<file path="src/hw/cfr_pkg.sv">
package cfr_pkg;
  // Register byte offsets
  localparam logic [7:0] CTRL_OFS   = 8'h00;
  localparam logic [7:0] STATE_OFS  = 8'h04;
  localparam logic [7:0] INTST_OFS  = 8'h08;
  localparam logic [7:0] INTMSK_OFS = 8'h0C;
  localparam logic [7:0] OVLCNT_OFS = 8'h10;
  // Control fields and reset values
  localparam int         CTRL_EN_BIT = 0;
  localparam logic       CTRL_RST    = 1'b1;
  localparam logic [4:0] MASK_RST    = 5'h00;
  // Interrupt status bit positions
  localparam int EV_OVL   = 0;
  localparam int EV_CLAMP = 1;
  localparam int EV_THERM = 2;
  localparam int EV_SHDN  = 3;
  localparam int EV_RSTRT = 4;
  localparam int EV_W     = 5;
  // Timing, in printed units, and derived cycle counts at 200 MHz
  localparam longint CLK_HZ      = 200000000;
  localparam longint RESTART_MS  = 1000;
  localparam longint SS_MS       = 8;
  localparam longint CLAMP_US    = 500;
  localparam int     SS_STEPS    = 8;
  localparam int     CHECK_CYC   = 3;
  localparam int unsigned RESTART_CYC = int'(RESTART_MS * CLK_HZ / 1000);
  localparam int unsigned SS_STEP_CYC = int'(SS_MS * CLK_HZ / 1000 / SS_STEPS);
  localparam int unsigned CLAMP_CYC   = int'((CLAMP_US * CLK_HZ + 999999) / 1000000);
  // Switching period in clock cycles (60 kHz oscillator)
  localparam longint OSC_HZ  = 60000;
  localparam logic [15:0] OSC_DIV = 16'(CLK_HZ / OSC_HZ);
  // Overload terminal count: 50 ms in oscillator cycles
  localparam logic [15:0] OVL_TC  = 16'(OSC_HZ * 50 / 1000);
  localparam logic [7:0]  DEB_CYC = 8'h02;
  // Sequencer states
  typedef enum logic [2:0] {
    ST_OFF     = 3'b000,
    ST_SOFT    = 3'b001,
    ST_RUN     = 3'b010,
    ST_RESTART = 3'b011,
    ST_THCHK   = 3'b100
  } cfr_state_e;
endpackage : cfr_pkg

</file>
<file path="src/hw/cfr_sequencer.sv">
// Decided for this implementation: the APB interface to the registers and the register addresses.
`timescale 1ns/1ps
// Contract
// RULE_01 - Feedback below off threshold disables error amp, uses external compensation node.
// RULE_02 - At low comp threshold clamp setpoint at light-load floor and skip cycles.
// RULE_03 - Rising comp leaves pulse-frequency operation; full limit at high threshold.
// RULE_04 - Overcurrent comparator ends on-time regardless of pulse-width comparator.
// RULE_05 - Overload counter counts up each cycle ended by overcurrent comparator.
// RULE_06 - Terminal count trips protection and inhibits switching for restart interval.
// RULE_07 - After restart, resume via soft-start; persistent overload trips again.
// RULE_08 - Overload cleared early: counter counts down per cycle, saturating at zero.
// RULE_09 - Fault clearing during restart still waits the full interval.
// RULE_10 - During pending restart, cycle the high-voltage charger between supply thresholds.
// RULE_11 - Clamp current over limit beyond 500 us forces restart with soft-start.
// RULE_12 - Clamp condition ignored during soft-start.
// RULE_13 - Shutdown pin high longer than debounce inhibits switching; the code still fires the check pulses in ST_THCHK.
// RULE_14 - Over-temperature indication inhibits switching.
// RULE_15 - After thermal trip and restart, run three check cycles sampling temperature.
// RULE_16 - Hot during check: another restart; else resume through soft-start.
// RULE_17 - Every start and restart uses eight-step soft-start over about 8 ms.
// RULE_18 - Shutdown debounce and overload terminal count are oscillator-cycle parameters.
// RULE_19 - Undervoltage lockout resets counters, timers, fault states; switch off.
module cfr_sequencer #(
  parameter int unsigned RESTART_CYC_P = cfr_pkg::RESTART_CYC,
  parameter int unsigned SS_STEP_CYC_P = cfr_pkg::SS_STEP_CYC,
  parameter int unsigned CLAMP_CYC_P   = cfr_pkg::CLAMP_CYC,
  parameter logic [15:0] OSC_DIV_P     = cfr_pkg::OSC_DIV,
  parameter logic [15:0] OVL_TC_P      = cfr_pkg::OVL_TC,
  parameter logic [7:0]  DEB_CYC_P     = cfr_pkg::DEB_CYC
) (
  // Clock and undervoltage lockout
  input  wire logic        clk_i,
  input  wire logic        sys_rst_i,
  // APB slave
  input  wire logic        psel_i,
  input  wire logic        penable_i,
  input  wire logic        pwrite_i,
  input  wire logic [7:0]  paddr_i,
  input  wire logic [31:0] pwdata_i,
  output logic [31:0]      prdata_o,
  output logic             pready_o,
  output logic             pslverr_o,
  // Analog comparator inputs (asynchronous)
  input  wire logic        ocp_cmp_i,
  input  wire logic        pwm_cmp_i,
  input  wire logic        fb_below_off_i,
  input  wire logic        comp_below_low_i,
  input  wire logic        comp_above_high_i,
  input  wire logic        clamp_over_i,
  input  wire logic        shutdown_pin_i,
  input  wire logic        overtemp_i,
  input  wire logic        vcc_below_low_i,
  input  wire logic        vcc_above_high_i,
  // Power stage controls and interrupt request
  output logic             gate_o,
  output logic             ea_disable_o,
  output logic [3:0]       ss_level_o,
  output logic             light_load_floor_o,
  output logic             full_limit_o,
  output logic             pfm_active_o,
  output logic             hv_source_en_o,
  output logic             irq_o
);
  import cfr_pkg::*;

  //////////////////////////////////////////////////////////////////////////////
  // Input synchronisers
  logic [9:0] raw_w;
  logic [9:0] meta_q;
  logic [9:0] sync_q;
  assign raw_w = {vcc_above_high_i, vcc_below_low_i, overtemp_i, shutdown_pin_i, clamp_over_i,
                  comp_above_high_i, comp_below_low_i, fb_below_off_i, pwm_cmp_i, ocp_cmp_i};

  // Two stages; only sync_q is read by logic
  always_ff @(posedge clk_i) begin
    if (sys_rst_i) begin
      meta_q <= 10'h000;
      sync_q <= 10'h000;
    end else begin
      meta_q <= raw_w;
      sync_q <= meta_q;
    end
  end

  wire ocp_s    = sync_q[0];
  wire pwm_s    = sync_q[1];
  wire fb_s     = sync_q[2];
  wire clow_s   = sync_q[3];
  wire chigh_s  = sync_q[4];
  wire clamp_s  = sync_q[5];
  wire shdn_s   = sync_q[6];
  wire ot_s     = sync_q[7];
  wire vlow_s   = sync_q[8];
  wire vhigh_s  = sync_q[9];

  //////////////////////////////////////////////////////////////////////////////
  // State and counters
  cfr_state_e  state_q, state_d;
  logic [15:0] osc_q;
  logic [31:0] tmr_q;
  logic [3:0]  ss_step_q;
  logic [15:0] ovl_q;
  logic [31:0] clamp_q;
  logic [7:0]  deb_q;
  logic        shdn_q;
  logic [1:0]  chk_q;
  logic        th_fault_q;
  logic        gate_q;
  logic        ran_q;
  logic        ocp_end_q;
  logic        hv_q;
  logic        ctrl_en_q;
  logic [4:0]  ist_q;
  logic [4:0]  imask_q;

  // Switching cycle boundary from the internal oscillator
  wire cyc_start = (osc_q == 16'h0000);
  always_ff @(posedge clk_i) begin
    if (sys_rst_i) osc_q <= 16'h0000;
    else if (osc_q == OSC_DIV_P - 16'h0001) osc_q <= 16'h0000;
    else osc_q <= osc_q + 16'h0001;
  end

  //////////////////////////////////////////////////////////////////////////////
  // Fault detection
  wire   switching = (state_q == ST_SOFT) || (state_q == ST_RUN);
  // Overload trips at terminal count on a cycle still ended by overcurrent
  wire   ovl_trip  = switching && cyc_start && ran_q && ocp_end_q &&
                     (ovl_q == OVL_TC_P - 16'h0001); // see RULE_06
  wire   clamp_trip = (state_q == ST_RUN) && clamp_s &&
                      (clamp_q == CLAMP_CYC_P - 32'h1); // see RULE_11
  wire   stop_req  = !ctrl_en_q || shdn_q; // see RULE_13
  wire   tmr_done  = (state_q == ST_RESTART) ? (tmr_q == RESTART_CYC_P - 32'h1)
                                             : (tmr_q == SS_STEP_CYC_P - 32'h1);
  wire   shdn_rise = !shdn_q && shdn_s && (deb_q == DEB_CYC_P) && cyc_start;

  // Sequencer next state
  always_comb begin
    state_d = state_q;
    case (state_q)
      ST_OFF: begin
        if (!stop_req && !ot_s) state_d = ST_SOFT; // see RULE_17
      end
      ST_SOFT, ST_RUN: begin
        if (ot_s) state_d = ST_RESTART; // see RULE_14
        else if (ovl_trip || clamp_trip) state_d = ST_RESTART; // see RULE_07
        else if (stop_req) state_d = ST_OFF;
        else if (state_q == ST_SOFT && ss_step_q == 4'(SS_STEPS - 1) && tmr_done)
          state_d = ST_RUN;
      end
      ST_RESTART: begin
        // Only the interval itself ends the wait, whatever the fault does
        if (tmr_done) state_d = th_fault_q ? ST_THCHK : ST_SOFT; // see RULE_09
      end
      ST_THCHK: begin
        if (cyc_start && ot_s) state_d = ST_RESTART; // see RULE_16
        else if (cyc_start && chk_q == 2'(CHECK_CYC)) state_d = ST_SOFT; // see RULE_16
      end
      default: state_d = ST_OFF;
    endcase
  end

  // State register and interval timer; timer restarts on each state change
  always_ff @(posedge clk_i) begin
    if (sys_rst_i) begin // see RULE_19
      state_q <= ST_OFF;
      tmr_q   <= 32'h0;
    end else begin
      state_q <= state_d;
      tmr_q   <= (state_d != state_q || tmr_done) ? 32'h0 : tmr_q + 32'h1;
    end
  end

  // Soft-start step: zero on entry, one step per interval
  always_ff @(posedge clk_i) begin
    if (sys_rst_i || state_q != ST_SOFT) ss_step_q <= 4'h0; // see RULE_17
    else if (tmr_done && ss_step_q != 4'(SS_STEPS - 1)) ss_step_q <= ss_step_q + 4'h1;
  end

  // Thermal fault memory and check-cycle counter
  always_ff @(posedge clk_i) begin
    if (sys_rst_i) begin
      th_fault_q <= 1'b0;
      chk_q      <= 2'h0;
    end else begin
      if (switching && ot_s) th_fault_q <= 1'b1;
      else if (state_q == ST_THCHK && state_d == ST_SOFT) th_fault_q <= 1'b0;
      if (state_q != ST_THCHK) chk_q <= 2'h0;
      else if (cyc_start) chk_q <= chk_q + 2'h1; // see RULE_15
    end
  end

  //////////////////////////////////////////////////////////////////////////////
  // Gate drive: on at cycle start, off at either comparator
  wire skip_cyc = (state_q == ST_RUN) && clow_s && pwm_s; // see RULE_02
  wire may_sw   = switching || (state_q == ST_THCHK && chk_q != 2'(CHECK_CYC));
  wire gate_on  = cyc_start && may_sw && !skip_cyc && !ot_s && !ocp_s && state_d == state_q;
  always_ff @(posedge clk_i) begin
    if (sys_rst_i) begin
      gate_q    <= 1'b0;
      ran_q     <= 1'b0;
      ocp_end_q <= 1'b0;
    end else begin
      if (gate_on) gate_q <= 1'b1;
      else if (ocp_s || pwm_s || !may_sw || cyc_start) gate_q <= 1'b0; // see RULE_04
      if (cyc_start) ran_q <= gate_on;
      if (cyc_start) ocp_end_q <= 1'b0;
      else if (gate_q && ocp_s && !pwm_s) ocp_end_q <= 1'b1; // see RULE_05
    end
  end

  // Up/down overload counter, evaluated once per switching cycle
  always_ff @(posedge clk_i) begin
    if (sys_rst_i || !switching) ovl_q <= 16'h0000;
    else if (cyc_start && ran_q && ocp_end_q) ovl_q <= ovl_q + 16'h0001; // see RULE_05
    else if (cyc_start && ovl_q != 16'h0000) ovl_q <= ovl_q - 16'h0001; // see RULE_08
  end

  // Clamp duration counter, held clear outside normal running
  always_ff @(posedge clk_i) begin
    if (sys_rst_i || state_q != ST_RUN || !clamp_s) clamp_q <= 32'h0; // see RULE_12
    else clamp_q <= clamp_q + 32'h1;
  end

  // Shutdown pin debounce in oscillator cycles
  always_ff @(posedge clk_i) begin
    if (sys_rst_i) begin
      deb_q  <= 8'h00;
      shdn_q <= 1'b0;
    end else if (cyc_start) begin
      if (!shdn_s) begin
        deb_q  <= 8'h00;
        shdn_q <= 1'b0;
      end else if (deb_q == DEB_CYC_P) shdn_q <= 1'b1; // see RULE_18
      else deb_q <= deb_q + 8'h01;
    end
  end

  // Charger hysteresis while a restart is pending
  always_ff @(posedge clk_i) begin
    if (sys_rst_i || state_q != ST_RESTART) hv_q <= 1'b0;
    else if (vlow_s) hv_q <= 1'b1; // see RULE_10
    else if (vhigh_s) hv_q <= 1'b0;
  end

  //////////////////////////////////////////////////////////////////////////////
  // APB slave, zero wait states
  wire acc     = psel_i && penable_i;
  wire hit_ctl = paddr_i == CTRL_OFS;
  wire hit_sta = paddr_i == STATE_OFS;
  wire hit_ist = paddr_i == INTST_OFS;
  wire hit_msk = paddr_i == INTMSK_OFS;
  wire hit_ovl = paddr_i == OVLCNT_OFS;
  wire mapped  = hit_ctl | hit_sta | hit_ist | hit_msk | hit_ovl;
  wire wr      = acc && pwrite_i;
  wire [4:0] ev_w;
  assign ev_w[EV_OVL]   = ovl_trip;
  assign ev_w[EV_CLAMP] = clamp_trip;
  assign ev_w[EV_THERM] = switching && ot_s;
  assign ev_w[EV_SHDN]  = shdn_rise;
  assign ev_w[EV_RSTRT] = (state_q == ST_RESTART) && tmr_done;

  // Sticky status: a new event wins over a write-one clear
  always_ff @(posedge clk_i) begin
    if (sys_rst_i) begin
      ctrl_en_q <= CTRL_RST;
      imask_q   <= MASK_RST;
      ist_q     <= 5'h00;
    end else begin
      if (wr && hit_ctl) ctrl_en_q <= pwdata_i[CTRL_EN_BIT];
      if (wr && hit_msk) imask_q <= pwdata_i[EV_W-1:0];
      ist_q <= (ist_q & ~((wr && hit_ist) ? pwdata_i[EV_W-1:0] : 5'h00)) | ev_w;
    end
  end

  // Read mux from registered state
  assign prdata_o = hit_ctl ? {31'h0, ctrl_en_q} :
                    hit_sta ? {22'h0, hv_q, shdn_q, th_fault_q, gate_q, ss_step_q[2:0],
                               state_q} :
                    hit_ist ? {27'h0, ist_q} :
                    hit_msk ? {27'h0, imask_q} :
                    hit_ovl ? {16'h0, ovl_q} : 32'h0;
  assign pready_o  = 1'b1;
  assign pslverr_o = acc && !mapped;
  assign irq_o     = |(ist_q & imask_q);

  //////////////////////////////////////////////////////////////////////////////
  // Power stage outputs
  assign gate_o             = gate_q;
  assign ea_disable_o       = fb_s; // see RULE_01
  assign ss_level_o         = (state_q == ST_SOFT) ? ss_step_q + 4'h1 :
                              (state_q == ST_RUN) ? 4'(SS_STEPS) : 4'h0; // see RULE_17
  assign light_load_floor_o = (state_q == ST_RUN) && clow_s; // see RULE_02
  assign pfm_active_o       = (state_q == ST_RUN) && clow_s && !chigh_s; // see RULE_03
  assign full_limit_o       = (state_q == ST_RUN) && chigh_s; // see RULE_03
  assign hv_source_en_o     = hv_q;
endmodule : cfr_sequencer

</file>
<file path="config.mk">
export PLATFORM = sky130hd
export DESIGN_NAME = cfr_sequencer
export DESIGN_NICKNAME = d
export VERILOG_FILES = /design/src/hw/cfr_pkg.sv /design/src/hw/cfr_sequencer.sv
export SDC_FILE = /design/constraint.sdc
export NUM_CORES = 1
export LEC_CHECK = 0
export ABC_AREA = 1
export BUFFER_PORTS_ARGS = -buffer_cell sky130_fd_sc_hd__buf_4
export CORE_MARGIN = 3
export CORE_UTILIZATION = 63
export DETAILED_ROUTE_END_ITERATION = 7
export PLACE_DENSITY = 0.86
export SLEW_MARGIN = 20
export SYNTH_ARGS = -nofsm -noshare
export SYNTH_HDL_FRONTEND = slang
export SYNTH_SLANG_ARGS = --single-unit
</file>
<file path="constraint.sdc">
create_clock -name clk_i -period 4.7 [get_ports clk_i]
set_input_delay 0.235 -clock clk_i [delete_from_list [all_inputs] [get_ports clk_i]]
set_output_delay 0.235 -clock clk_i [all_outputs]
set_load 0.02 [all_outputs]
</file>
==> impl_metrics.env <==
export IMPL_cap_violations=0
export IMPL_cts_made_buffers=17
export IMPL_syn_inst=1164
export IMPL_first_iter_violations=641
export IMPL_slowest_delay_ns=0.47
export IMPL_powerDensity_nw_per_um2=419
export IMPL_ant_nets=0
export IMPL_final_nets=1300
export IMPL_grt_pass1_wl_um=30300
export IMPL_io_buffers=55
export IMPL_p_switching_mw=1.30
export IMPL_avgViaCountPerCell=5.41
export IMPL_ys_warn_count=0
export IMPL_combPwrFrac_pct=27.7
export IMPL_cp_cell_sequence="inv_1 -> ha_1 -> nand4_1 -> nor2_1 -> nand2_1 -> nor2_1 -> inv_1 -> ha_1 -> nand3_1 -> nand2_1 -> a21oi_1 -> o21ai_0 -> a21boi_0 -> o21ai_0 -> nand2_1 -> nand3_1 -> nand3_1 -> nand2_1 -> inv_1"
export IMPL_p_clk_share_pct=36.4
export IMPL_gr_max_usage_layer="met2"
export IMPL_ir_drop_mv=0.456
export IMPL_critical_path_buf_inv_count=3
export IMPL_grt_antenna_before_repair=0
export IMPL_finalSetupViolations=0
export IMPL_drc_errors=0
export IMPL_firstDrtPassIters=6
export IMPL_fp_dieArea_um2=14300
export IMPL_design_area_um2=9200
export IMPL_dp_hpwl_um=12900
export IMPL_hold_path_class="in -> reg"
export IMPL_whs_ns=0.0168
export IMPL_endpoint_kind="register"
export IMPL_syn_avg_cell_area_um2=6.96
export IMPL_clockBufferDepth=2
export IMPL_syn_to_final_growth_pct=13.6
export IMPL_io_pins=100
export IMPL_antennaDiodeCount=0
export IMPL_arrival_ns=4.15
export IMPL_finalCriticalPeriod_ns=3.83
export IMPL_initial_utilization_pct=66.0
export IMPL_start_kind="register"
export IMPL_fin_worst_skew_ns=0.0106
export IMPL_fillers=976
export IMPL_leakage_nw=3.64
export IMPL_met3_usage_pct=5.98
export IMPL_fp_coreArea_um2=12300
export IMPL_post_route_period_util_pct=81.4
export IMPL_path_class="reg -> reg"
export IMPL_switching_share_pct=33.8
export IMPL_status="finished, final reports clean"
export IMPL_ys_seq_elements=150
export IMPL_use_met1_pct=33.3
export IMPL_avgRoutedWirePerCell_um=12.9
export IMPL_dp_cells=1368
export IMPL_syn_area_um2=8100
export IMPL_fin_cells=1403
export IMPL_die_x_um=119
export IMPL_cts_root_buf="clkbuf_16"
export IMPL_max_freq_mhz=261
export IMPL_num_rows=40
export IMPL_cts_tree="done"
export IMPL_htreeDepth=4
export IMPL_post_place_ws_ns=1.01
export IMPL_cp_top_family="simple AND/OR/NAND/NOR gates"
export IMPL_setup_tns_ns=0
export IMPL_final_setup_worst_slack_ns=0.874
export IMPL_slowest_stage="ha_1"
export IMPL_cts_repair_resized=0
export IMPL_die_h_um=119
export IMPL_hold_viol_final=0
export IMPL_seq_area_frac_synth_pct=37.1
export IMPL_critPathRequiredTime_ns=5.02
export IMPL_routed_via_count=7596
export IMPL_crit_fanout=16
export IMPL_total_power_mw=3.86
export IMPL_overflow=0
export IMPL_drv_slew=0
export IMPL_wl_um=18200
export IMPL_use_met2_pct=41.3
export IMPL_grt_total_usage_pct=25.6
export IMPL_postLayoutCoreUtil_pct=75.0
export IMPL_tightestPinTransition_ns=0.919
export IMPL_path_clk_slew_ns=0.06
export IMPL_power_frac_seq_pct=35.9
export IMPL_clock_latency_ns=0.43
export IMPL_post_dp_cell_area_um2=8560
export IMPL_grt_pass1_vias=6906
export IMPL_cts_sinks=150
export IMPL_p_int_mw=2.55
export IMPL_synthDistinctLibCells=46
export IMPL_drive_gt1_share_pct=11.1
export IMPL_critPathMostFrequentCell="nand2_1"
export IMPL_gp_congestion=0.971
export IMPL_grt_setup_unrepaired="false"
export IMPL_grt_max_degree=43
export IMPL_slew_headroom_pct=38.2
power by group through the flow:
stage	logic, mW	registers, mW	clock network (mW)
6_report	1.07	1.38	1.40
5_1_grt	1.22	1.39	1.48
4_1_cts	1.05	1.38	1.42
3_5_place_dp	1.02	1.41	0
3_3_place_gp	1.00	1.41	0
2_1_floorplan	0.845	1.39	0
state kept, by name, summed over array words and instances (netlist names), 2 cells and up:
name       count
chk_q          2
clamp_q       32
deb_q          8
imask_q        5
ist_q          5
meta_q        10
osc_q         16
ovl_q         16
ss_step_q      4
state_q        3
sync_q        10
tmr_q         32
cells in the mapped netlist, drive strengths merged:
cell type	instances	area [µm²]
o22ai	5	31.3
fa	1	20.0
buf	23	175
nor3	46	235
xnor2	13	114
clkbuf	11	41.3
a31oi	4	25.0
a21oi	83	415
a221oi	1	8.76
nand4	31	209
nor2	195	817
o21ai	56	280
nor4	13	109
inv	198	743
and2	2	12.5
dfxtp	150	3000
conb	2	7.51
or2	9	56.3
a21o	1	7.51
xor2	35	307
nand3b	2	15.0
o211ai	4	30.0
nand3	54	283
ha	22	275
a2111oi	1	8.76
nor3b	9	67.6
o211a	1	10.0
a32oi	1	8.76
nand2	176	668
a211oi	10	75.1
a2bb2oi	1	8.76
a21boi	1	7.51
o21a	1	7.51
o31ai	2	15.0
final timing paths:
path | startpoint | to | slack, ns | depth (start not counted)
setup reg to reg | osc_q[0] | ovl_q[13] | 0.87 | 19
hold / removal | ocp_cmp_i | meta_q[0] | 0.02 | 3
hold reg to reg | meta_q[5] | sync_q[5] | 0.40 | 2
setup / recovery | osc_q[0] | ovl_q[13] | 0.87 | 19
cell usage in the layout (no fill, tap or decap), types with 9 or more instances in the layout:
| master | count |
|---|---|
| nor4_1 | 10 |
| nand2_1 | 173 |
| nor3_1 | 45 |
| clkbuf_16 | 17 |
| o21ai_0 | 55 |
| a211oi_1 | 10 |
| nor3b_1 | 9 |
| ha_1 | 22 |
| nor2_1 | 161 |
| conb_1 | 17 |
| nand4_1 | 30 |
| xor2_1 | 35 |
| buf_4 | 55 |
| dfxtp_1 | 150 |
| nor2_2 | 34 |
| nand3_1 | 53 |
| a21oi_1 | 83 |
| inv_1 | 198 |
| xnor2_1 | 13 |
worst register-to-register path, stage by stage (launching register included):
cell      delay [ns]
dfxtp_1         0.32
inv_1           0.09
ha_1            0.19
nand4_1         0.10
nor2_1          0.09
nand2_1         0.24
nor2_1          0.20
inv_1           0.29
ha_1            0.48
nand3_1         0.09
nand2_1         0.11
a21oi_1         0.09
o21ai_0         0.39
a21boi_0        0.25
o21ai_0         0.38
nand2_1         0.12
nand3_1         0.09
nand3_1         0.08
nand2_1         0.08
inv_1           0.04
metal layers:
| layer | vias up | part of all wire [%] | wire length [µm] |
|---|---|---|---|
| met5 | - | 0 | 0 |
| met4 | 0 | 2.2 | 391 |
| met3 | 34 | 6.7 | 1220 |
| met2 | 292 | 45 | 8190 |
| met1 | 3428 | 46 | 8360 |
| li1 | 3842 | - | - |
layout make-up:
class / count / area, µm² / area share (%)
clock buffer: 19 / 443 / 4.81
clock inverter: 13 / 166 / 1.81
inverter: 198 / 743 / 8.08
multi-input combinational: 797 / 4190 / 45.6
sequential: 150 / 3000 / 32.6
tap: 168 / 210 / 2.28
timing repair buffer: 58 / 443 / 4.81
repair_timing:
| action | CTS | global route |
|---|---|---|
| setup buffers | 0 | 0 |
| hold endpoints to repair | 3 | 0 |
| hold buffers | 3 | 0 |
kinds of logic (layout without fill, tap and decap cells):
kind of cell / Yosys count / count (layout) / synth area share (%)
other: 2 / 17 / 0.0927
adder cells (fa/ha/maj): 23 / 23 / 3.65
AND/OR/NAND/NOR: 537 / 537 / 30.5
flip-flops: 150 / 150 / 37.1
AO/OA/AOI/OAI: 172 / 172 / 11.6
XOR/XNOR: 48 / 48 / 5.19
buffers and inverters: 232 / 288 / 11.9
(Power assumes the default switching activity.)
